==> src/logic/poe_map.svh <==
// output-disable trip controller: register map, field positions, codes, divider taps
// assumes APB byte addressing, one 32-bit word per register
`ifndef POE_MAP_SVH
`define POE_MAP_SVH

`define TRIP_CNT        9
`define MOTOR_PINS      20
`define PWM_PINS        20
`define CMP_W           4
`define ADDR_W          12

// register byte offsets
`define TRIP_CTRL_BASE  12'h000
`define STATUS_ADDR     12'h024
`define MASK_ADDR       12'h028
`define SWREQ_ADDR      12'h02C
`define OUTCFG_ADDR     12'h030

// trip control fields and reset
`define CTRL_MODE       3:0
`define CTRL_CNT        11:8
`define CTRL_RST        16'h0000
`define CTRL_WMASK      16'h0F0F

// status / mask bit positions (bits 0..8 are trip inputs)
`define ST_SW           9
`define ST_OSC          10
`define ST_CMP          11
`define ST_MSHORT       12
`define ST_PSHORT       13
`define ST_W            14
`define MASK_RST        14'h0000

// output config bits
`define OC_GPIO         0
`define OC_MOT_LOW      1
`define OC_PWM_LOW      2
`define OUTCFG_RST      3'h0

// mode codes
`define MODE_EDGE       4'h0
`define MODE_DIV8       4'h1
`define MODE_DIV16      4'h2
`define MODE_DIV128     4'h3
`define MODE_DIV1       4'h4
`define MODE_DIV2       4'h5
`define MODE_DIV4       4'h6

// sample count select codes and counts
`define CNT_SEL_16      4'h0
`define CNT_SEL_8       4'h1
`define CNT_SEL_4       4'h2
`define CNT_16          5'h10
`define CNT_8           5'h08
`define CNT_4           5'h04

// strobe vector positions and divider width
`define STB_DIV1        0
`define STB_DIV2        1
`define STB_DIV4        2
`define STB_DIV8        3
`define STB_DIV16       4
`define STB_DIV128      5
`define STB_W           6
`define DIV_CNT_W       7

`endif

==> src/logic/poe_pkg.sv <==
// output-disable trip controller: shared types
// assumes poe_map.svh is on the include path
`include "poe_map.svh"
package poe_pkg;
    typedef logic [3:0]             nibble_t;
    typedef logic [`STB_W-1:0]      strobe_t;
    typedef logic [`ST_W-1:0]       status_t;
    typedef struct packed {
        nibble_t cnt_sel;
        nibble_t mode;
    } trip_cfg_s;
endpackage

==> src/logic/trip_if.sv <==
// output-disable trip controller: link between controller and one trip detector
// assumes one clock domain on both ends
`timescale 1ns/1ps
interface trip_if;
    import poe_pkg::*;
    trip_cfg_s cfg;
    strobe_t   strobe;
    logic      req;
    modport ctrl (output cfg, output strobe, input req);
    modport det  (input cfg, input strobe, output req);
endinterface

==> src/logic/sample_strobe_div.sv <==
// output-disable trip controller: sampling strobe divider
// assumes a free-running clock; strobes are one-cycle enables
`timescale 1ns/1ps
`include "poe_map.svh"
module sample_strobe_div
    import poe_pkg::*;
(
    // clock and reset
    input  wire logic ref_clk_in,
    input  wire logic srst_in,
    // enables
    output strobe_t   strobe_out
);
    logic [`DIV_CNT_W-1:0] div_cnt_r;

    always_ff @(posedge ref_clk_in) begin
        if (srst_in) begin
            div_cnt_r <= '0;
        end else begin
            div_cnt_r <= div_cnt_r + 1'b1;
        end
    end

    always_comb begin
        strobe_out                = '0;
        strobe_out[`STB_DIV1]     = 1'b1;
        strobe_out[`STB_DIV2]     = div_cnt_r[0];
        strobe_out[`STB_DIV4]     = &div_cnt_r[1:0];
        strobe_out[`STB_DIV8]     = &div_cnt_r[2:0];
        strobe_out[`STB_DIV16]    = &div_cnt_r[3:0];
        strobe_out[`STB_DIV128]   = &div_cnt_r;
    end
endmodule

==> src/logic/trip_detector.sv <==
// output-disable trip controller: edge / low-level detector for one trip input
// assumes the level input is already synchronised to ref_clk_in
`timescale 1ns/1ps
`include "poe_map.svh"
module trip_detector
    import poe_pkg::*;
(
    // clock and reset
    input  wire logic ref_clk_in,
    input  wire logic srst_in,
    // synchronised pin level, high = idle
    input  wire logic trip_lvl_in,
    // controller side
    trip_if.det       link
);
    logic       lvl_d_r;
    logic [4:0] low_cnt_r;
    logic       stb;
    logic       lvl_mode;
    logic [4:0] needed;

    // strobe pick per mode code; undefined codes never sample
    always_comb begin
        stb      = 1'b0;
        lvl_mode = 1'b1;
        case (link.cfg.mode)
            `MODE_DIV8:   stb = link.strobe[`STB_DIV8];
            `MODE_DIV16:  stb = link.strobe[`STB_DIV16];
            `MODE_DIV128: stb = link.strobe[`STB_DIV128];
            `MODE_DIV1:   stb = link.strobe[`STB_DIV1];
            `MODE_DIV2:   stb = link.strobe[`STB_DIV2];
            `MODE_DIV4:   stb = link.strobe[`STB_DIV4];
            default:      lvl_mode = 1'b0;
        endcase
    end

    always_comb begin
        case (link.cfg.cnt_sel)
            `CNT_SEL_8: needed = `CNT_8;
            `CNT_SEL_4: needed = `CNT_4;
            default:    needed = `CNT_16;
        endcase
    end

    always_ff @(posedge ref_clk_in) begin
        if (srst_in) begin
            lvl_d_r <= 1'b1;
        end else begin
            lvl_d_r <= trip_lvl_in;
        end
    end

    // consecutive low samples; a high sample restarts the run
    always_ff @(posedge ref_clk_in) begin
        if (srst_in || !lvl_mode) begin
            low_cnt_r <= '0;
        end else if (stb) begin
            if (trip_lvl_in) begin
                low_cnt_r <= '0;
            end else if (low_cnt_r < needed) begin
                low_cnt_r <= low_cnt_r + 5'h01;
            end
        end
    end

    // after a full run the request repeats while the pin stays low
    assign link.req = (link.cfg.mode == `MODE_EDGE && lvl_d_r && !trip_lvl_in) ||
                      (lvl_mode && !trip_lvl_in && low_cnt_r == needed) ||
                      (lvl_mode && stb && !trip_lvl_in && low_cnt_r == needed - 5'h01);
endmodule

==> src/logic/poe_ctrl.sv <==
// output-disable trip controller: APB registers, trip sources, short detect, pin gating
// assumes trip pins, oscillator-stop and comparator levels are asynchronous; timer outputs share ref_clk_in
//
// Our own choices: the APB slave port and the placing of the registers.
`timescale 1ns/1ps
`include "poe_map.svh"

// Summary of operation
// - An accepted disable request either floats each affected pin or hands it to the general I/O port.
// - Gated pins are motor timer ch0 A-D, ch3 B/D, ch4 A-D, ch6 B/D, ch7 A-D, ch9 A-D and PWM ch0-9 A/B.
// - Each of nine active-low trip inputs triggers on a falling edge or on a sustained low level.
// - The low-level sampling strobe is the clock undivided or divided by 2, 4, 8, 16 or 128.
// - Low-level mode needs a run of four, eight or sixteen consecutive low samples.
// - Mode code 0000 accepts a request on a falling edge of the trip input.
// - Codes 0001 to 0101 sample at clock/8, /16, /128, /1 and /2 and accept after the low run.
// - Code 0110 samples at clock/4; other codes are not to be written and never trigger.
// - Every trip input has its own four-bit sample count select field.
// - Any write to the software disable request register raises a disable request.
// - A main oscillator stop report raises a disable request.
// - A comparator detection raises a disable request.
// - Motor outputs are disabled when 3B/3D, 4A/4C, 4B/4D, 6B/6D, 7A/7C or 7B/7D are both active.
// - PWM outputs are disabled when A and B of channel 0-2 or 4-9 are both active.
// - Trip sampling and output comparison results can raise an interrupt.
module poe_ctrl
    import poe_pkg::*;
(
    // clock and reset
    input  wire logic                     ref_clk_in,
    input  wire logic                     srst_in,
    // APB slave
    input  wire logic [`ADDR_W-1:0]       paddr_in,
    input  wire logic                     psel_in,
    input  wire logic                     penable_in,
    input  wire logic                     pwrite_in,
    input  wire logic [31:0]              pwdata_in,
    output logic      [31:0]              prdata_out,
    output logic                          pready_out,
    output logic                          pslverr_out,
    // fault sources
    input  wire logic [`TRIP_CNT-1:0]     trip_in_n_in,
    input  wire logic                     osc_stop_in,
    input  wire logic [`CMP_W-1:0]        cmp_det_in,
    // timer outputs to be gated
    input  wire logic [`MOTOR_PINS-1:0]   motor_pwm_in,
    input  wire logic [`PWM_PINS-1:0]     gen_pwm_in,
    // gated pins
    output logic      [`MOTOR_PINS-1:0]   motor_pin_out,
    output logic      [`MOTOR_PINS-1:0]   motor_pin_oe_n_out,
    output logic      [`MOTOR_PINS-1:0]   motor_gpio_sel_out,
    output logic      [`PWM_PINS-1:0]     pwm_pin_out,
    output logic      [`PWM_PINS-1:0]     pwm_pin_oe_n_out,
    output logic      [`PWM_PINS-1:0]     pwm_gpio_sel_out,
    // interrupt
    output logic                          irq_out
);
    localparam int SYNC_W = `TRIP_CNT + 1 + `CMP_W;

    logic [SYNC_W-1:0]       sync1_r;
    logic [SYNC_W-1:0]       sync2_r;
    logic [15:0]             ctrl_r [`TRIP_CNT];
    status_t                 status_r;
    status_t                 mask_r;
    logic [2:0]              outcfg_r;
    logic [31:0]             rd_data;
    logic                    addr_ok;
    logic                    setup_ph;
    logic                    access_ph;
    logic                    wr_acc;
    logic                    rd_status;
    logic [`TRIP_CNT-1:0]    trip_req;
    strobe_t                 strobe;
    status_t                 set_vec;
    logic [`MOTOR_PINS-1:0]  mot_act;
    logic [`PWM_PINS-1:0]    pwm_act;
    logic                    mot_short;
    logic                    pwm_short;
    logic                    sw_wr;
    logic                    mot_dis;
    logic                    pwm_dis;
    logic [3:0]              ctrl_idx;

    // two-stage synchroniser for all asynchronous sources
    always_ff @(posedge ref_clk_in) begin
        if (srst_in) begin
            sync1_r <= {SYNC_W{1'b0}} | {{(`CMP_W + 1){1'b0}}, {`TRIP_CNT{1'b1}}};
            sync2_r <= {SYNC_W{1'b0}} | {{(`CMP_W + 1){1'b0}}, {`TRIP_CNT{1'b1}}};
        end else begin
            sync1_r <= {cmp_det_in, osc_stop_in, trip_in_n_in};
            sync2_r <= sync1_r;
        end
    end

    sample_strobe_div u_div (
        .ref_clk_in (ref_clk_in),
        .srst_in    (srst_in),
        .strobe_out (strobe)
    );

    // one detector per trip input
    for (genvar g = 0; g < `TRIP_CNT; g++) begin : g_trip
        trip_if link ();
        assign link.cfg.mode    = ctrl_r[g][`CTRL_MODE];
        assign link.cfg.cnt_sel = ctrl_r[g][`CTRL_CNT];
        assign link.strobe      = strobe;
        assign trip_req[g]      = link.req;
        trip_detector u_det (
            .ref_clk_in  (ref_clk_in),
            .srst_in     (srst_in),
            .trip_lvl_in (sync2_r[g]),
            .link        (link.det)
        );
    end

    // APB decode
    assign setup_ph  = psel_in && !penable_in;
    assign access_ph = psel_in && penable_in;
    assign wr_acc    = access_ph && pwrite_in && addr_ok;
    assign rd_status = access_ph && !pwrite_in && paddr_in == `STATUS_ADDR;
    assign sw_wr     = wr_acc && paddr_in == `SWREQ_ADDR;
    assign ctrl_idx  = paddr_in[5:2];
    assign pready_out  = 1'b1;
    assign pslverr_out = access_ph && !addr_ok;

    always_comb begin
        addr_ok = 1'b1;
        rd_data = '0;
        if (paddr_in[1:0] != 2'h0) begin
            addr_ok = 1'b0;
        end else if (paddr_in < `STATUS_ADDR) begin
            rd_data[15:0] = ctrl_r[ctrl_idx];
        end else begin
            case (paddr_in)
                `STATUS_ADDR: rd_data[`ST_W-1:0] = status_r;
                `MASK_ADDR:   rd_data[`ST_W-1:0] = mask_r;
                `SWREQ_ADDR:  rd_data = '0;
                `OUTCFG_ADDR: rd_data[2:0] = outcfg_r;
                default:      addr_ok = 1'b0;
            endcase
        end
    end

    // read data captured in the setup cycle, held through the access cycle
    always_ff @(posedge ref_clk_in) begin
        if (srst_in) begin
            prdata_out <= '0;
        end else if (setup_ph && !pwrite_in) begin
            prdata_out <= rd_data;
        end
    end

    // trip control registers
    always_ff @(posedge ref_clk_in) begin
        if (srst_in) begin
            for (int i = 0; i < `TRIP_CNT; i++) begin
                ctrl_r[i] <= `CTRL_RST;
            end
        end else if (wr_acc && paddr_in < `STATUS_ADDR) begin
            ctrl_r[ctrl_idx] <= pwdata_in[15:0] & `CTRL_WMASK;
        end
    end

    always_ff @(posedge ref_clk_in) begin
        if (srst_in) begin
            mask_r <= `MASK_RST;
        end else if (wr_acc && paddr_in == `MASK_ADDR) begin
            mask_r <= pwdata_in[`ST_W-1:0];
        end
    end

    always_ff @(posedge ref_clk_in) begin
        if (srst_in) begin
            outcfg_r <= `OUTCFG_RST;
        end else if (wr_acc && paddr_in == `OUTCFG_ADDR) begin
            outcfg_r <= pwdata_in[2:0];
        end
    end

    // active levels of the timer outputs
    assign mot_act = outcfg_r[`OC_MOT_LOW] ? ~motor_pwm_in : motor_pwm_in;
    assign pwm_act = outcfg_r[`OC_PWM_LOW] ? ~gen_pwm_in : gen_pwm_in;

    // motor index: ch0 A-D 0-3, ch3 B/D 4-5, ch4 A-D 6-9, ch6 B/D 10-11, ch7 A-D 12-15, ch9 A-D 16-19
    assign mot_short = (mot_act[4]  && mot_act[5])  ||
                       (mot_act[6]  && mot_act[8])  ||
                       (mot_act[7]  && mot_act[9])  ||
                       (mot_act[10] && mot_act[11]) ||
                       (mot_act[12] && mot_act[14]) ||
                       (mot_act[13] && mot_act[15]);

    // pwm index: channel c A at 2c, B at 2c+1; channel 3 unmonitored
    always_comb begin
        pwm_short = 1'b0;
        for (int c = 0; c < `PWM_PINS / 2; c++) begin
            if (c != 3 && pwm_act[2*c] && pwm_act[2*c+1]) begin
                pwm_short = 1'b1;
            end
        end
    end

    // event sources feeding the sticky flags
    always_comb begin
        set_vec                = '0;
        set_vec[`TRIP_CNT-1:0] = trip_req;
        set_vec[`ST_SW]        = sw_wr;
        set_vec[`ST_OSC]       = sync2_r[`TRIP_CNT];
        set_vec[`ST_CMP]       = |sync2_r[SYNC_W-1:`TRIP_CNT+1];
        set_vec[`ST_MSHORT]    = mot_short;
        set_vec[`ST_PSHORT]    = pwm_short;
    end

    // sticky flags; read clears only what was read, a new set wins
    always_ff @(posedge ref_clk_in) begin
        if (srst_in) begin
            status_r <= '0;
        end else if (rd_status) begin
            status_r <= (status_r & ~prdata_out[`ST_W-1:0]) | set_vec;
        end else begin
            status_r <= status_r | set_vec;
        end
    end

    always_ff @(posedge ref_clk_in) begin
        if (srst_in) begin
            irq_out <= 1'b0;
        end else begin
            irq_out <= |(status_r & mask_r);
        end
    end

    // motor short only stops motor pins, pwm short only pwm pins
    assign mot_dis = |status_r[`ST_CMP:0] || status_r[`ST_MSHORT];
    assign pwm_dis = |status_r[`ST_CMP:0] || status_r[`ST_PSHORT];

    // pin gating: release drive, optionally hand pin to the port
    always_ff @(posedge ref_clk_in) begin
        if (srst_in) begin
            motor_pin_out      <= '0;
            motor_pin_oe_n_out <= '1;
            motor_gpio_sel_out <= '0;
        end else begin
            motor_pin_out      <= mot_dis ? '0 : motor_pwm_in;
            motor_pin_oe_n_out <= {`MOTOR_PINS{mot_dis}};
            motor_gpio_sel_out <= {`MOTOR_PINS{mot_dis && outcfg_r[`OC_GPIO]}};
        end
    end

    always_ff @(posedge ref_clk_in) begin
        if (srst_in) begin
            pwm_pin_out      <= '0;
            pwm_pin_oe_n_out <= '1;
            pwm_gpio_sel_out <= '0;
        end else begin
            pwm_pin_out      <= pwm_dis ? '0 : gen_pwm_in;
            pwm_pin_oe_n_out <= {`PWM_PINS{pwm_dis}};
            pwm_gpio_sel_out <= {`PWM_PINS{pwm_dis && outcfg_r[`OC_GPIO]}};
        end
    end
endmodule

==> config.mk <==
export PLATFORM = sky130hd
export DESIGN_NAME = poe_ctrl
export DESIGN_NICKNAME = d
export VERILOG_FILES = /design/src/logic/poe_pkg.sv /design/src/logic/trip_if.sv /design/src/logic/sample_strobe_div.sv /design/src/logic/trip_detector.sv /design/src/logic/poe_ctrl.sv
export VERILOG_INCLUDE_DIRS = /design/src /design/src/logic
export SDC_FILE = /design/constraint.sdc
export NUM_CORES = 1
export LEC_CHECK = 0
export ABC_AREA = 1
export BUFFER_PORTS_ARGS = -buffer_cell sky130_fd_sc_hd__buf_4
export CELL_PAD_IN_SITES_DETAIL_PLACEMENT = 0
export CELL_PAD_IN_SITES_GLOBAL_PLACEMENT = 2
export CORE_ASPECT_RATIO = 0.8
export CORE_MARGIN = 5
export CORE_UTILIZATION = 33
export DETAILED_ROUTE_END_ITERATION = 16
export GPL_ROUTABILITY_DRIVEN = 0
export HOLD_SLACK_MARGIN = 0.02
export PLACE_DENSITY_LB_ADDON = 0.1
export SYNTH_ARGS = -nofsm -noshare
export SYNTH_HDL_FRONTEND = slang
export SYNTH_SLANG_ARGS = --single-unit
==> constraint.sdc <==
create_clock -name ref_clk_in -period 2.6 [get_ports ref_clk_in]
set_input_delay 0.13 -clock ref_clk_in [delete_from_list [all_inputs] [get_ports ref_clk_in]]
set_output_delay 0.13 -clock ref_clk_in [all_outputs]
set_load 0.01 [all_outputs]
Word-level counts from Yosys, hierarchy flattened
Memory sizes are Yosys's and may differ from the RTL's.
Cells that the tools add are included.
{"block": "op_classes", "add_sub_neg": 19, "n_mul": 0, "div_mod_pow": 0, "n_lt_le_gt_ge": 10, "eq_ne": 94, "shifts": 0, "mux": 72, "n_bitwise": 7, "n_reduce_logical": 195}
{"cell": "== test 4 x 2 -> 1 bit, second input constant", "n": 27}
{"cell": "== test 4 x 3 -> 1 bit, second input constant", "n": 27}
{"cell": "logical AND 1 bit", "n": 92}
{"cell": "== test 5 bit", "n": 18}
{"cell": "2-to-1 mux 5 bit", "n": 18}
{"cell": "one-hot mux 5 bit (2 select lines)", "n": 9}
{"cell": "== test 4 x 1 -> 1 bit, second input constant", "n": 18}
{"cell": "one-hot mux 1 bit (6 select lines)", "n": 9}
{"cell": "OR reduction 6 bit", "n": 9}
{"cell": "== test 12 x 6 -> 1 bit, second input constant", "n": 4}
{"cell": "2-to-1 mux 16 bit", "n": 3}
{"cell": "adder 5 x 1 -> 5 bit, second input constant", "n": 9}
{"cell": "less-than comparator 5 bit", "n": 9}
{"cell": "subtractor 5 x 1 -> 5 bit, second input constant", "n": 9}
{"cell": "logical NOT 4 bit", "n": 9}
{"cell": "logical OR 1 bit", "n": 34}
{"cell": "AND 14 bit", "n": 2}
{"cell": "bitwise OR 14 bit", "n": 2}
{"cell": "2-to-1 mux 1 bit", "n": 27}
{"cell": "one-hot mux 11 bit (2 select lines)", "n": 1}
{"cell": "logical NOT 1 bit", "n": 21}
{"cell": "2-to-1 mux 20 bit", "n": 1}
{"cell": "NOT 20 bit", "n": 1}
{"cell": "AND reduction 2 bit", "n": 10}
{"cell": "other kinds (17)", "n": 28}
{"block": "totals", "ff_bits": 197, "latchBits": 0, "ram_bits": 72, "romBits": 0, "out_inout_bits": 155, "memories": 1}
{"name": "ctrl_r", "words": 9, "word_bits": 8, "read_ports": 10, "rd_ports_with_merged_regs": 0, "wr": 9, "line_no": "poe_ctrl.sv:60", "rtl": "logic [15:0] ctrl_r [`TRIP_CNT];"}

Logic depth before layout (Yosys ltp)
Gate-level depths: netlist of run 1.
{"block": "logic_depth", "depth_word": 14, "mapped_depth": 14, "depth_no_buf": 14}

Hierarchy
From an unflattened synthesis of run 1, not the netlist that was laid out.
{"block": "unflattened", "cells_unflattened": 2028, "area_unflattened_um2": 16032.9}
{"mod": "poe_ctrl", "n_inst": 1, "cells_each": 1032, "area_per_inst_um2": 9914.5, "seq_area_each_um2": 5845.6}
{"mod": "trip_detector at g_trip[0].u_det ...", "n_inst": 8, "cells_each": 105, "area_per_inst_um2": 638.1, "seq_area_each_um2": 120.1}
{"mod": "trip_detector at g_trip[8].u_det", "n_inst": 1, "cells_each": 105, "area_per_inst_um2": 663.1, "seq_area_each_um2": 120.1}
{"mod": "sample_strobe_div", "n_inst": 1, "cells_each": 51, "area_per_inst_um2": 350.3, "seq_area_each_um2": 140.1}

Least setup slack after synthesis of run 1
No wires, ideal clock.
{"block": "synth_path", "kind": "flip-flop to flip-flop", "start": "memory ctrl_r[2][7] (netlist bit)", "end": "register g_trip[2].u_det.low_cnt_r[0]", "setup_time_ns": 0.116, "arrival_ns": 1.889, "required_time_ns": 2.484, "setup_slack_ns": 0.595, "path_stages_with_launch": 14, "synth_period_minus_slack_ns": 2.005, "path_cell_list": "edfxtp_1 nor2_1 nand3_1 ha_1 inv_1 nand4_1 ha_1 nand2_1 o21ai_0 nand2_1 nand2_1 inv_1 o21ai_0 nor2_1"}
{"element": "from (decl)", "line_no": "poe_ctrl.sv:60"}
{"element": "to (signal assigned)", "line_no": "trip_detector.sv:61", "rtl": "low_cnt_r <= low_cnt_r + 5'h01;"}
{"element": "to (decl)", "line_no": "trip_detector.sv:17", "rtl": "logic [4:0] low_cnt_r;"}

==> results.md, run 1 <==
* Bufs on Longest Clock Path at 3
* Tot GR Track Use at 18.0%
* CP delay by family, top: simple AND/OR/NAND/NOR gates
* Post-synthesis cell type count at 40
* Vias in the first global route at 12700
* Input/output buffers at 220
* Synth Area per Inst at 8.15 um^2
* Commonest non-fill, non-tap cell in the layout: nor2_1
* Most frequent CP cell: nand2_1
* Unrepaired setup endpoints after global routing: no
* Leakage at 8.55 nW
* # fillers at 4729
* CTS Root Cell: clkbuf_16
* Final HPWL DP at 34.1 mm
* Final hold vios at 0
* Period minus WS final at 2.33 ns
* ANT nets after route at 0
* 1st-iter DRT viols at 706
* Storage element area at 7310 um^2
* Data arrival, critical path at 2.77 ns
* Yosys top cell area share at 24.6%
* IO Pins at 258
* Die Wd at 249 um
* Core area at 45500 um^2
* Final instance area at 19000 um^2
* Multi-input logic area at 6190 um^2
* Post-place instance area at 17200 um^2
* VDD IR max at 0.000373 V
* Critical path capture point type: flop
* Final Cycle Share at 89.5%
* Warnings, synthesis at 0
* Measured slew at the worst slew-check pin at 0.847 ns
* Synth Register Bits at 303
* Area grow syn2layout at 26.0%
* Post-Synthesis Cell Area at 15100 um^2
* Setup WS pre-CTS at 0.170 ns
* Slowest stage delay, CP at 0.41 ns
* Final Setup Violations at 0
* Pre-antenna DRT Iters at 5
* Setup CP Type: flop to flop
* Hold slack at 0.194 ns
* Rows at 70
* CP Buf/Inv Count at 2
* Final Total Pwr at 11.4 mW
* Outcome: finished, final reports clean
* Slew Limit Fails at 0
* Critical Path Fanout Max at 7
* Most frequent cells in the layout: nor2_1 (309), nand2_1 (274), inv_1 (259)
* Number of CTS-inserted buffers at 36
* Largest net degree at the start of global routing at 68
* Worst skew pair latency at 0.56 ns
* Setup WS post-layout at 0.272 ns
* Wirelength per Cell at 16.5 um
* Residual DRC at 0
* Slowest CP cell: edfxtp_1
* Clock sink count at 303
* Sequential-to-total area share from yosys stat at 48.3%
* Crit-path cells: nor2_1, nand3_1, ha_1, inv_1, nand4_1, ha_1, nand2_1, o21ai_0, nand2_1, nand2_1, inv_1, o21ai_0, nor2_1
* Die Height at 201 um
* Critical Path RT at 3.04 ns
* Ranking of synthesized cells by area: edfxtp_1 (25%), dfxtp_1 (24%), nor2_1 (7.8%)
* Max Freq at 430 MHz
* Htree depth at 2
* HP Class: input port to flop
* Avg Vias per Cell at 4.58
* Final WL at 46.1 mm
* Setup TNS at 0 ns
* Clk slew on worst S/H paths at 0.06 ns
* Synth area leader: edfxtp_1
* Max_slew headroom at 43.5%
* Skew final at 0.0273 ns
* CTS tree: built
* Initial Util at 33.2%
* Worst setup SP type: flop
* Pwr dens at 600 nW/um^2
* DIE AREA at 50200 um^2
* Final net count at 2309
* Synth Instances at 1855
* Share of layout cells above drive strength 1 at 16.4%
* Remaining Overflow, GRT at 0
* # diodes at 0
* First-pass GRT wire length at 71.7 mm
* Via count at 12800
* Max cap viols at 0
* Initial antenna violation count at 0
-- what timing repair did --
| action | in CTS | in global routing |
|---|---|---|
| hold buffers | 68 | 0 |
| setup endpoints to repair | 0 | 15 |
| resized for setup | 0 | 10 |
| endpoints found under the hold margin | 125 | 0 |
| setup buffers | 0 | 0 |
-- cell usage after synthesis (all sizes together) --
cell     instances
nand3           82
conb             2
nand2          281
edfxtp         124
and2             1
a31oi            2
o2111ai          4
o22ai           65
o21ai          102
buf            106
o211ai           5
inv            262
o32ai            1
dfxtp          179
clkbuf          26
or2             20
o22a             1
o221ai           2
ha              56
nand3b           1
nor4             5
xnor2            9
a221oi           3
nor3            21
a21oi          120
o21bai          15
nor2           320
nand4           28
clkinv          12
-- flip-flops by register name, summed over array words and instances (netlist names), 3 cells and up --
| signal | cells |
|---|---|
| sync2_r | 14 |
| sync1_r | 14 |
| u_div.div_cnt_r | 7 |
| g_trip.u_det.lvl_d_r | 9 |
| g_trip.u_det.low_cnt_r | 45 |
| pwm_pin_out | 20 |
| mask_r | 14 |
| prdata_out | 14 |
| status_r | 14 |
| outcfg_r | 3 |
| motor_pin_out | 20 |
| ctrl_r | 124 |
-- power breakdown --
group | leakage [nW] | internal [mW] | switching [mW] | total, mW
Clock | 0.574 | 3.01 | 2.04 | 5.05
Combinational | 5.33 | 0.448 | 0.663 | 1.11
Sequential | 2.65 | 5.15 | 0.122 | 5.27
-- stage by stage --
step | utilization (%) | std cells
after detailed placement | 37.7 | 2656
after CTS | 41.8 | 2789
final | 41.8 | 2789
after global routing | 41.8 | 2789
after global placement | 37.7 | 2656
after floorplan | - | 1924
-- final timing paths --
path	from	endpoint	slack, ns	cells after the start
worst max-delay path	ctrl_r[0][7]	g_trip[0].u_det.low_cnt_r[1]	0.27	13
worst min-delay path	penable_in	prdata_out[0]	0.19	6
worst max register to register	ctrl_r[0][7]	g_trip[0].u_det.low_cnt_r[1]	0.27	13
worst min register to register	sync1_r[13]	sync2_r[13]	0.40	2
-- per-layer routing --
| layer | up-vias | part of all wire [%] | wire length [um] | GRT usage [%] |
|---|---|---|---|---|
| met3 | 66 | 4.0 | 1860 | 2.96 |
| met2 | 219 | 45 | 20800 | 28.4 |
| met4 | 0 | 2.3 | 1060 | 5.09 |
| met5 | - | 0 | 0 | 0 |
| met1 | 5986 | 48 | 22300 | 25.5 |
| li1 | 6509 | - | - | - |
-- worst reg2reg max path, cell delays in order (launching register included) --
cell	delay, ns
edfxtp_1	0.41
nor2_1	0.23
nand3_1	0.14
ha_1	0.20
inv_1	0.07
nand4_1	0.10
ha_1	0.31
nand2_1	0.05
o21ai_0	0.14
nand2_1	0.06
nand2_1	0.19
inv_1	0.11
o21ai_0	0.16
nor2_1	0.05
-- layout make-up --
class | instances | area share (%)
Sequential cell | 303 | 38.4
Multi-Input combinational cell | 1215 | 32.5
Timing Repair Buffer | 320 | 13.5
Clock buffer | 49 | 5.47
Inverter | 274 | 5.43
Tap cell | 612 | 4.02
Clock inverter | 16 | 0.742
-- cells by family (layout without fill, tap and decap cells) --
family	after synthesis	after routing	synth area share, %
flops	303	303	48.3
fa+ha+maj	56	56	4.64
buf+inv	406	659	12.6
xor+xnor	9	9	0.522
simple gates	759	759	22.1
compound gates	320	320	11.8
other cells	2	71	0.0497
Power figures use the tool's default switching activity.
==> run 2: changes to the inputs <==
--- a/config.mk
+++ b/config.mk
@@ -6,13 +6,12 @@
 export SDC_FILE = /design/constraint.sdc
 export NUM_CORES = 1
 export LEC_CHECK = 0
-export ABC_AREA = 1
 export BUFFER_PORTS_ARGS = -buffer_cell sky130_fd_sc_hd__buf_4
 export CELL_PAD_IN_SITES_DETAIL_PLACEMENT = 0
 export CELL_PAD_IN_SITES_GLOBAL_PLACEMENT = 2
 export CORE_ASPECT_RATIO = 0.8
 export CORE_MARGIN = 5
-export CORE_UTILIZATION = 33
+export CORE_UTILIZATION = 35
 export DETAILED_ROUTE_END_ITERATION = 16
 export GPL_ROUTABILITY_DRIVEN = 0
 export HOLD_SLACK_MARGIN = 0.02
==> results.md, run 2 <==
* Most common cell in the synthesized netlist: dfxtp_1 (was nor2_1)
* Synth area leader: dfxtp_1 (was edfxtp_1)
* Unrepaired setup endpoints after global routing: no (unchanged)
* Period minus WS final at 2.42 ns (was 2.33 ns)
* Sequential share of power at 46.0% (was 46.1%)
* Hold-critical path depth at 4 (was 6)
* ANT nets after route at 0 (unchanged)
* # fillers at 3962 (was 4729)
* Input/output buffers at 220 (unchanged)
* Bufs on Longest Clock Path at 3 (unchanged)
* Reg2reg end: g_trip[1].u_det.low_cnt_r[3] (was g_trip[0].u_det.low_cnt_r[1])
* Htree depth at 1 (was 2)
* 1st-iter DRT viols at 901 (was 706)
* Tot GR Track Use at 18.6% (was 18.0%)
* Warnings, synthesis at 0 (unchanged)
* Setup CP Type: flop to flop (unchanged)
* Max cap viols at 0 (unchanged)
* Sequential-to-total area share from yosys stat at 45.4% (was 48.3%)
* Worst setup SP type: flop (unchanged)
* Residual DRC at 0 (unchanged)
* Ranking of synthesized cells by area: dfxtp_1 (25%), edfxtp_1 (21%), and2_1 (5.3%) (was edfxtp_1 (25%), dfxtp_1 (24%), nor2_1 (7.8%))
* Clock sink count at 280 (was 303)
* Initial antenna violation count at 2 (was 0)
* Worst skew pair latency at 0.58 ns (was 0.56 ns)
* Post-Synthesis Cell Area at 14600 um^2 (was 15100 um^2)
* Largest register FFs at 101 (was 124)
* CTS tree: built (unchanged)
* Top_reg_cell synth: dfxtp_1 (unchanged)
* Net Sw Power at 2.55 mW (was 2.82 mW)
* Largest regs: ctrl_r (101), g_trip.u_det.low_cnt_r (45) (was ctrl_r (124), g_trip.u_det.low_cnt_r (45))
* Max_slew headroom at 50.4% (was 43.5%)
* Core area at 40900 um^2 (was 45500 um^2)
* Critical path capture point type: flop (unchanged)
* End of the worst hold path: status_r[9] (was prdata_out[0])
* Hold slack at 0.0881 ns (was 0.194 ns)
* Multi-input logic area at 6970 um^2 (was 6190 um^2)
* Worst reg2reg startpoint: ctrl_r[1][7] (was ctrl_r[0][7])
* DIE AREA at 45900 um^2 (was 50200 um^2)
* Outcome: finished, final reports clean (unchanged)
* Setup WS pre-CTS at 0.105 ns (was 0.170 ns)
* Synth cell count leaders: dfxtp_1 (179), and2_1 (123), edfxtp_1 (101) (was nor2_1 (315), nand2_1 (277), inv_1 (259))
* Die Height at 193 um (was 201 um)
* Measured slew at the worst slew-check pin at 0.742 ns (was 0.847 ns)
* Die Wd at 238 um (was 249 um)
* Share of layout cells above drive strength 1 at 23.5% (was 16.4%)
* # diodes at 0 (unchanged)
* Final hold vios at 0 (unchanged)
* Remaining Overflow, GRT at 0 (unchanged)
* Clk slew on worst S/H paths at 0.06 ns (about the same)
* Critical Path Fanout Max at 7 (unchanged)
* Top reg by flops: ctrl_r (unchanged)
* Post-synthesis cell type count at 71 (was 40)
* IO Pins at 258 (unchanged)
* Logic pwr share at 10.1% (was 9.7%)
* Vias in the first global route at 11500 (was 12700)
* Data arrival, critical path at 2.89 ns (was 2.77 ns)
* Largest net degree at the start of global routing at 83 (was 68)
* Setup TNS at 0 ns (unchanged)
* Post-synth ARST share at 0% (unchanged)
* Wirelength per Cell at 19.3 um (was 16.5 um)
* Initial Util at 35.7% (was 33.2%)
* Skew final at 0.00896 ns (was 0.0273 ns)
* Reg-to-reg slack, setup at 0.18 ns (was 0.27 ns)
* Synth Instances at 1457 (was 1855)
* CTS Root Cell: clkbuf_16 (unchanged)
* Leakage at 7.19 nW (was 8.55 nW)
* Final net count at 1900 (was 2309)
* Most frequent cells in the layout: buf_4 (277), dfxtp_1 (179), and2_1 (123) (was nor2_1 (309), nand2_1 (274), inv_1 (259))
* Setup WS post-layout at 0.185 ns (was 0.272 ns)
* Synth Area per Inst at 10.0 um^2 (was 8.15 um^2)
* Synth Register Bits at 280 (was 303)
* Pre-antenna DRT Iters at 5 (unchanged)
* Final HPWL DP at 32.3 mm (was 34.1 mm)
* Final Cycle Share at 92.9% (was 89.5%)
* Rows at 66 (was 70)
* EDFF count, synth at 101 (was 124)
* Commonest non-fill, non-tap cell in the layout: buf_4 (was nor2_1)
* Via count at 11900 (was 12800)
* Critical Path RT at 3.07 ns (was 3.04 ns)
* Yosys top cell area share at 24.6% (about the same)
* Slew Limit Fails at 0 (unchanged)
* Hold_sp: paddr_in[0] (was penable_in)
* Core Util, Final at 45.1% (was 41.8%)
* First-pass GRT wire length at 67.7 mm (was 71.7 mm)
* Storage element area at 6620 um^2 (was 7310 um^2)
* Avg Vias per Cell at 5.14 (was 4.58)
* Int Pwr at 7.98 mW (was 8.61 mW)
* HP Class: input port to flop (unchanged)
* Number of CTS-inserted buffers at 31 (was 36)
* Clock power share at 43.9% (was 44.2%)
* Final WL at 44.6 mm (was 46.1 mm)
* VDD IR max at 0.000444 V (was 0.000373 V)
* Final Setup Violations at 0 (unchanged)
* Register-to-Register Path Depth at 12 (was 13)
* Switching share of total power at 24.2% (was 24.7%)
* Pwr dens at 571 nW/um^2 (was 600 nW/um^2)
* Max Freq at 414 MHz (was 430 MHz)
* Area grow syn2layout at 26.5% (was 26.0%)
[run 2: cell types whose count changed after synthesis, sizes merged, moves of 31 or more]
cell / previous run / this run
nand2: 281 / 100
o21ai: 102 / 32
a21oi: 120 / 41
and2: 1 / 124
inv: 262 / 77
nor2: 320 / 43
o21a: 0 / 32
o22ai: 65 / 34
[run 2: stage by stage]
step           total power [mW]  area [um^2]  std cells
3_3_place_gp               5.90        16600       2181
2_1_floorplan              5.48        14700       1503
5_1_grt                    11.0        18400       2309
3_5_place_dp               5.91        16600       2181
4_1_cts                    10.7        18400       2308
6_report                   10.5        18400       2309
[run 2: worst max-delay path by stage]
stage                  from                            to  slack, ns  depth (start not counted)
6_report       ctrl_r[1][7]  g_trip[1].u_det.low_cnt_r[3]       0.18                         12
4_1_cts        ctrl_r[7][7]  g_trip[7].u_det.low_cnt_r[4]       0.06                         11
3_3_place_gp   ctrl_r[0][7]  g_trip[0].u_det.low_cnt_r[3]       0.09                         12
5_1_grt        ctrl_r[8][7]  g_trip[8].u_det.low_cnt_r[2]      0.001                         11
2_1_floorplan  ctrl_r[0][7]  g_trip[0].u_det.low_cnt_r[3]       0.03                         11
3_5_place_dp   ctrl_r[0][7]  g_trip[0].u_det.low_cnt_r[3]       0.10                         12
[run 2: cells by family after synthesis]
group	after synthesis	synth area share (%)
XOR/XNOR	12	0.721
other	2	0.0515
flip-flops	280	45.4
AND/OR/NAND/NOR	567	22.2
multiplexers	30	4.04
AO/OA/AOI/OAI	289	14.5
adder cells (fa/ha/maj)	56	4.81
buffers and inverters	221	8.31
[run 2: power groups by stage]
stage	clock network, mW	logic (mW)	registers [mW]
global placement	0	0.964	4.94
finish	4.62	1.06	4.85
CTS	4.75	1.06	4.85
global route	4.94	1.15	4.87
floorplan	0	0.582	4.90
detailed placement	0	0.970	4.94
[run 2: metal layers]
metal,global-route usage [%],share of wire [%],up-vias
met1,27.9,49,5711
met3,3.19,6.3,51
met5,0,0.016,-
li1,-,-,5774
met4,3.42,1.7,2
met2,28.6,43,321
[run 2: timing repair]
action	4_1_cts	5_1_grt
setup endpoints to repair	0	10
endpoints found under the hold margin	135	0
buffers inserted	0	1
resized for setup	0	8
hold buffers	70	0
[run 2: worst max-delay path: stages, from the launching register on]
cell and delay (ns):
edfxtp_1 0.40, nor2_1 0.16, nand3b_1 0.17, ha_1 0.23
inv_1 0.08, nand2b_1 0.06, ha_1 0.28, and3b_1 0.18
a211oi_1 0.21, buf_4 0.19, a21o_1 0.11, a21boi_0 0.07
o21a_1 0.19
[run 2: final cells by class]
type	instances	area share, %
inverters	77	1.57
clock inverters	15	1.02
multi-input cells	1002	37.8
well taps	544	3.69
clock buffers	42	4.78
repair buffers	349	15.3
flip-flops and latches	280	35.9
==> run 3: changes to the inputs <==
--- a/config.mk
+++ b/config.mk
@@ -9,9 +9,9 @@
 export BUFFER_PORTS_ARGS = -buffer_cell sky130_fd_sc_hd__buf_4
 export CELL_PAD_IN_SITES_DETAIL_PLACEMENT = 0
 export CELL_PAD_IN_SITES_GLOBAL_PLACEMENT = 2
-export CORE_ASPECT_RATIO = 0.8
+export CORE_ASPECT_RATIO = 1.75
 export CORE_MARGIN = 5
-export CORE_UTILIZATION = 35
+export CORE_UTILIZATION = 32
 export DETAILED_ROUTE_END_ITERATION = 16
 export GPL_ROUTABILITY_DRIVEN = 0
 export HOLD_SLACK_MARGIN = 0.02
==> constraint.sdc (replaced) <==
create_clock -name ref_clk_in -period 2.1 [get_ports ref_clk_in]
set_input_delay 0.105 -clock ref_clk_in [delete_from_list [all_inputs] [get_ports ref_clk_in]]
set_output_delay 0.105 -clock ref_clk_in [all_outputs]
set_load 0.01 [all_outputs]
==> results.md, run 3 (same netlist as run 2, synthesis figures left out) <==
* Outcome: finished, violations left (was finished, final reports clean)
* Failing checks: setup timing
* Core Util, Final at 44.4% (was 45.1%)
* Rows at 103 (was 66)
* Input/output buffers at 220 (unchanged)
* VDD IR max at 0.000590 V (was 0.000444 V)
* Levels on crit path at 11 (was 12)
* Unrepaired setup endpoints after global routing: yes (was no)
* Worst skew pair latency at 0.58 ns (about the same)
* Measured slew at the worst slew-check pin at 1.25 ns (was 0.742 ns)
* Most frequent cells in the layout: buf_4 (394), dfxtp_1 (177), and2_1 (123) (was buf_4 (277), dfxtp_1 (179), and2_1 (123))
* Pre-antenna DRT Iters at 5 (unchanged)
* Skew final at 0.0251 ns (was 0.00896 ns)
* Placed Cells at 2318 (was 2181)
* HP Class: input port to flop (unchanged)
* Setup WS pre-CTS at -0.334 ns (was 0.105 ns)
* GR Layer Usage met1 at 18.9% (was 27.9%)
* Final net count at 2029 (was 1900)
* Leakage at 7.94 nW (was 7.19 nW)
* # diodes at 0 (unchanged)
* Setup CP Type: flop to flop (unchanged)
* ANT nets after route at 0 (unchanged)
* IO Pins at 258 (unchanged)
* Register-to-Register Path Depth at 11 (was 12)
* Max_slew headroom at 16.4% (was 50.4%)
* Hold-critical path depth at 4 (unchanged)
* Met2 usage at 39.5% (was 28.6%)
* Clock sink count at 280 (unchanged)
* Worst setup SP type: flop (unchanged)
* Largest regs: ctrl_r (101), g_trip.u_det.low_cnt_r (45) (unchanged)
* Share of layout cells above drive strength 1 at 33.6% (was 23.5%)
* Final hold vios at 0 (unchanged)
* Area grow syn2layout at 37.3% (was 26.5%)
* Residual DRC at 0 (unchanged)
* CP Buf/Inv Count at 1 (was 2)
* Final Cycle Share at 110% (was 92.9%)
* Final non-filler cell total at 2471 (was 2309)
* Htree depth at 1 (unchanged)
* Critical path capture point type: flop (unchanged)
* Global Route met3 Usage at 1.62% (was 3.19%)
* Final HPWL DP at 37.2 mm (was 32.3 mm)
* CP delay by family, top: compound AO/OA/AOI/OAI gates (unchanged)
* Bufs on Longest Clock Path at 3 (unchanged)
* Pwr dens at 650 nW/um^2 (was 571 nW/um^2)
* Slowest stage delay, CP at 0.42 ns (was 0.40 ns)
* Vias in the first global route at 12900 (was 11500)
* First-pass GRT wire length at 73.6 mm (was 67.7 mm)
* Die Wd at 171 um (was 238 um)
* DIE AREA at 50100 um^2 (was 45900 um^2)
* Gr busiest metal: met2 (unchanged)
* Avg Vias per Cell at 5.02 (was 5.14)
* CTS tree: built (unchanged)
* Max Freq at 435 MHz (was 414 MHz)
* Slew Limit Fails at 0 (unchanged)
* Wirelength per Cell at 19.9 um (was 19.3 um)
* Core area at 45100 um^2 (was 40900 um^2)
* Via count at 12400 (was 11900)
* 1st-iter DRT viols at 465 (was 901)
* Max cap viols at 0 (unchanged)
* Largest register FFs at 101 (unchanged)
* Setup TNS at -2.72 ns (was 0 ns)
* Critical Path RT at 2.56 ns (was 3.07 ns)
* Critical Path Fanout Max at 5 (was 7)
* CTS Root Cell: clkbuf_16 (unchanged)
* Largest net degree at the start of global routing at 62 (was 83)
* Period minus WS final at 2.30 ns (was 2.42 ns)
* Top reg by flops: ctrl_r (unchanged)
* Commonest non-fill, non-tap cell in the layout: buf_4 (unchanged)
* Tot GR Track Use at 19.0% (was 18.6%)
* Hold slack at 0.0466 ns (was 0.0881 ns)
* Clk slew on worst S/H paths at 0.07 ns (was 0.06 ns)
* Number of CTS-inserted buffers at 30 (was 31)
* Slowest CP cell: edfxtp_1 (unchanged)
* Final WL at 49.2 mm (was 44.6 mm)
* Die Height at 292 um (was 193 um)
* Setup WS post-layout at -0.200 ns (was 0.185 ns)
* Crit-path cells: nor2_4, nand3b_1, ha_2, inv_2, nand2b_1, ha_1, nor2b_4, o21a_4, o31ai_2, a21oi_1, a41o_1 (was nor2_1, nand3b_1, ha_1, inv_1, nand2b_1, ha_1, and3b_1, a211oi_1, buf_4, a21o_1, a21boi_0, o21a_1)
* Remaining Overflow, GRT at 0 (unchanged)
* Data arrival, critical path at 2.76 ns (was 2.89 ns)
* Initial antenna violation count at 0 (was 2)
* Initial Util at 32.3% (was 35.7%)
* Final Setup Violations at 25 (was 0)
==> run 3: cell count changes in the layout (fill, tap and decap cells not counted), moves of 10 or more <==
cell	delta
ha_1	-18
inv_1	-12
buf_6	+12
o21ai_0	-11
a21boi_1	+10
buf_4	+117
a21boi_0	-11
nor2_1	-10
inv_2	+10
o21ai_1	+10
==> run 3: layout make-up <==
| class | instances | area, um^2 |
|---|---|---|
| well taps | 577 | 722 |
| fillers | 4406 | 25100 |
| inverters | 77 | 294 |
| flip-flops and latches | 280 | 6620 |
| repair buffers | 479 | 3870 |
| multi-input cells | 1002 | 7500 |
| clock inverters | 18 | 215 |
| clock buffers | 38 | 796 |
==> run 3: timing repair <==
action                                 CTS  global route
pin swaps                               91            80
endpoints found under the hold margin  138             0
hold buffers                            68             0
resized for setup                       75            71
setup endpoints to repair               50            51
setup buffers                           31             5
==> run 3: per-layer routing <==
layer	share of wire, %	vias up
li1	-	6028
met1	35	5995
met2	58	311
met3	3.9	70
met4	3.1	0
met5	0	-
==> run 3: final timing paths <==
| path | end | startpoint | slack [ns] |
|---|---|---|---|
| setup / recovery | g_trip[8].u_det.low_cnt_r[4] | ctrl_r[8][6] | -0.20 |
| hold / removal | prdata_out[0] | penable_in | 0.05 |
| setup reg to reg | g_trip[8].u_det.low_cnt_r[4] | ctrl_r[8][6] | -0.20 |
| hold reg to reg | sync2_r[2] | sync1_r[2] | 0.41 |
==> run 3: per-stage QoR <==
stage          total power, mW  area, um^2
5_1_grt                   13.5       20000
6_report                  13.0       20000
4_1_cts                   13.2       19700
3_3_place_gp              7.45       17500
3_5_place_dp              7.46       17500
2_1_floorplan             6.79       14800
==> run 3: tightest hold or removal path: stages <==
cell and delay (ns):
buf_4 0.09, or3b_2 0.14, or2_2 0.16, o31ai_1 0.08
==> run 3: where the power goes <==
group	switching, mW	total [mW]	internal, mW
logic	0.750	1.53	0.781
registers	0.179	6.00	5.82
clock network	2.30	5.48	3.18
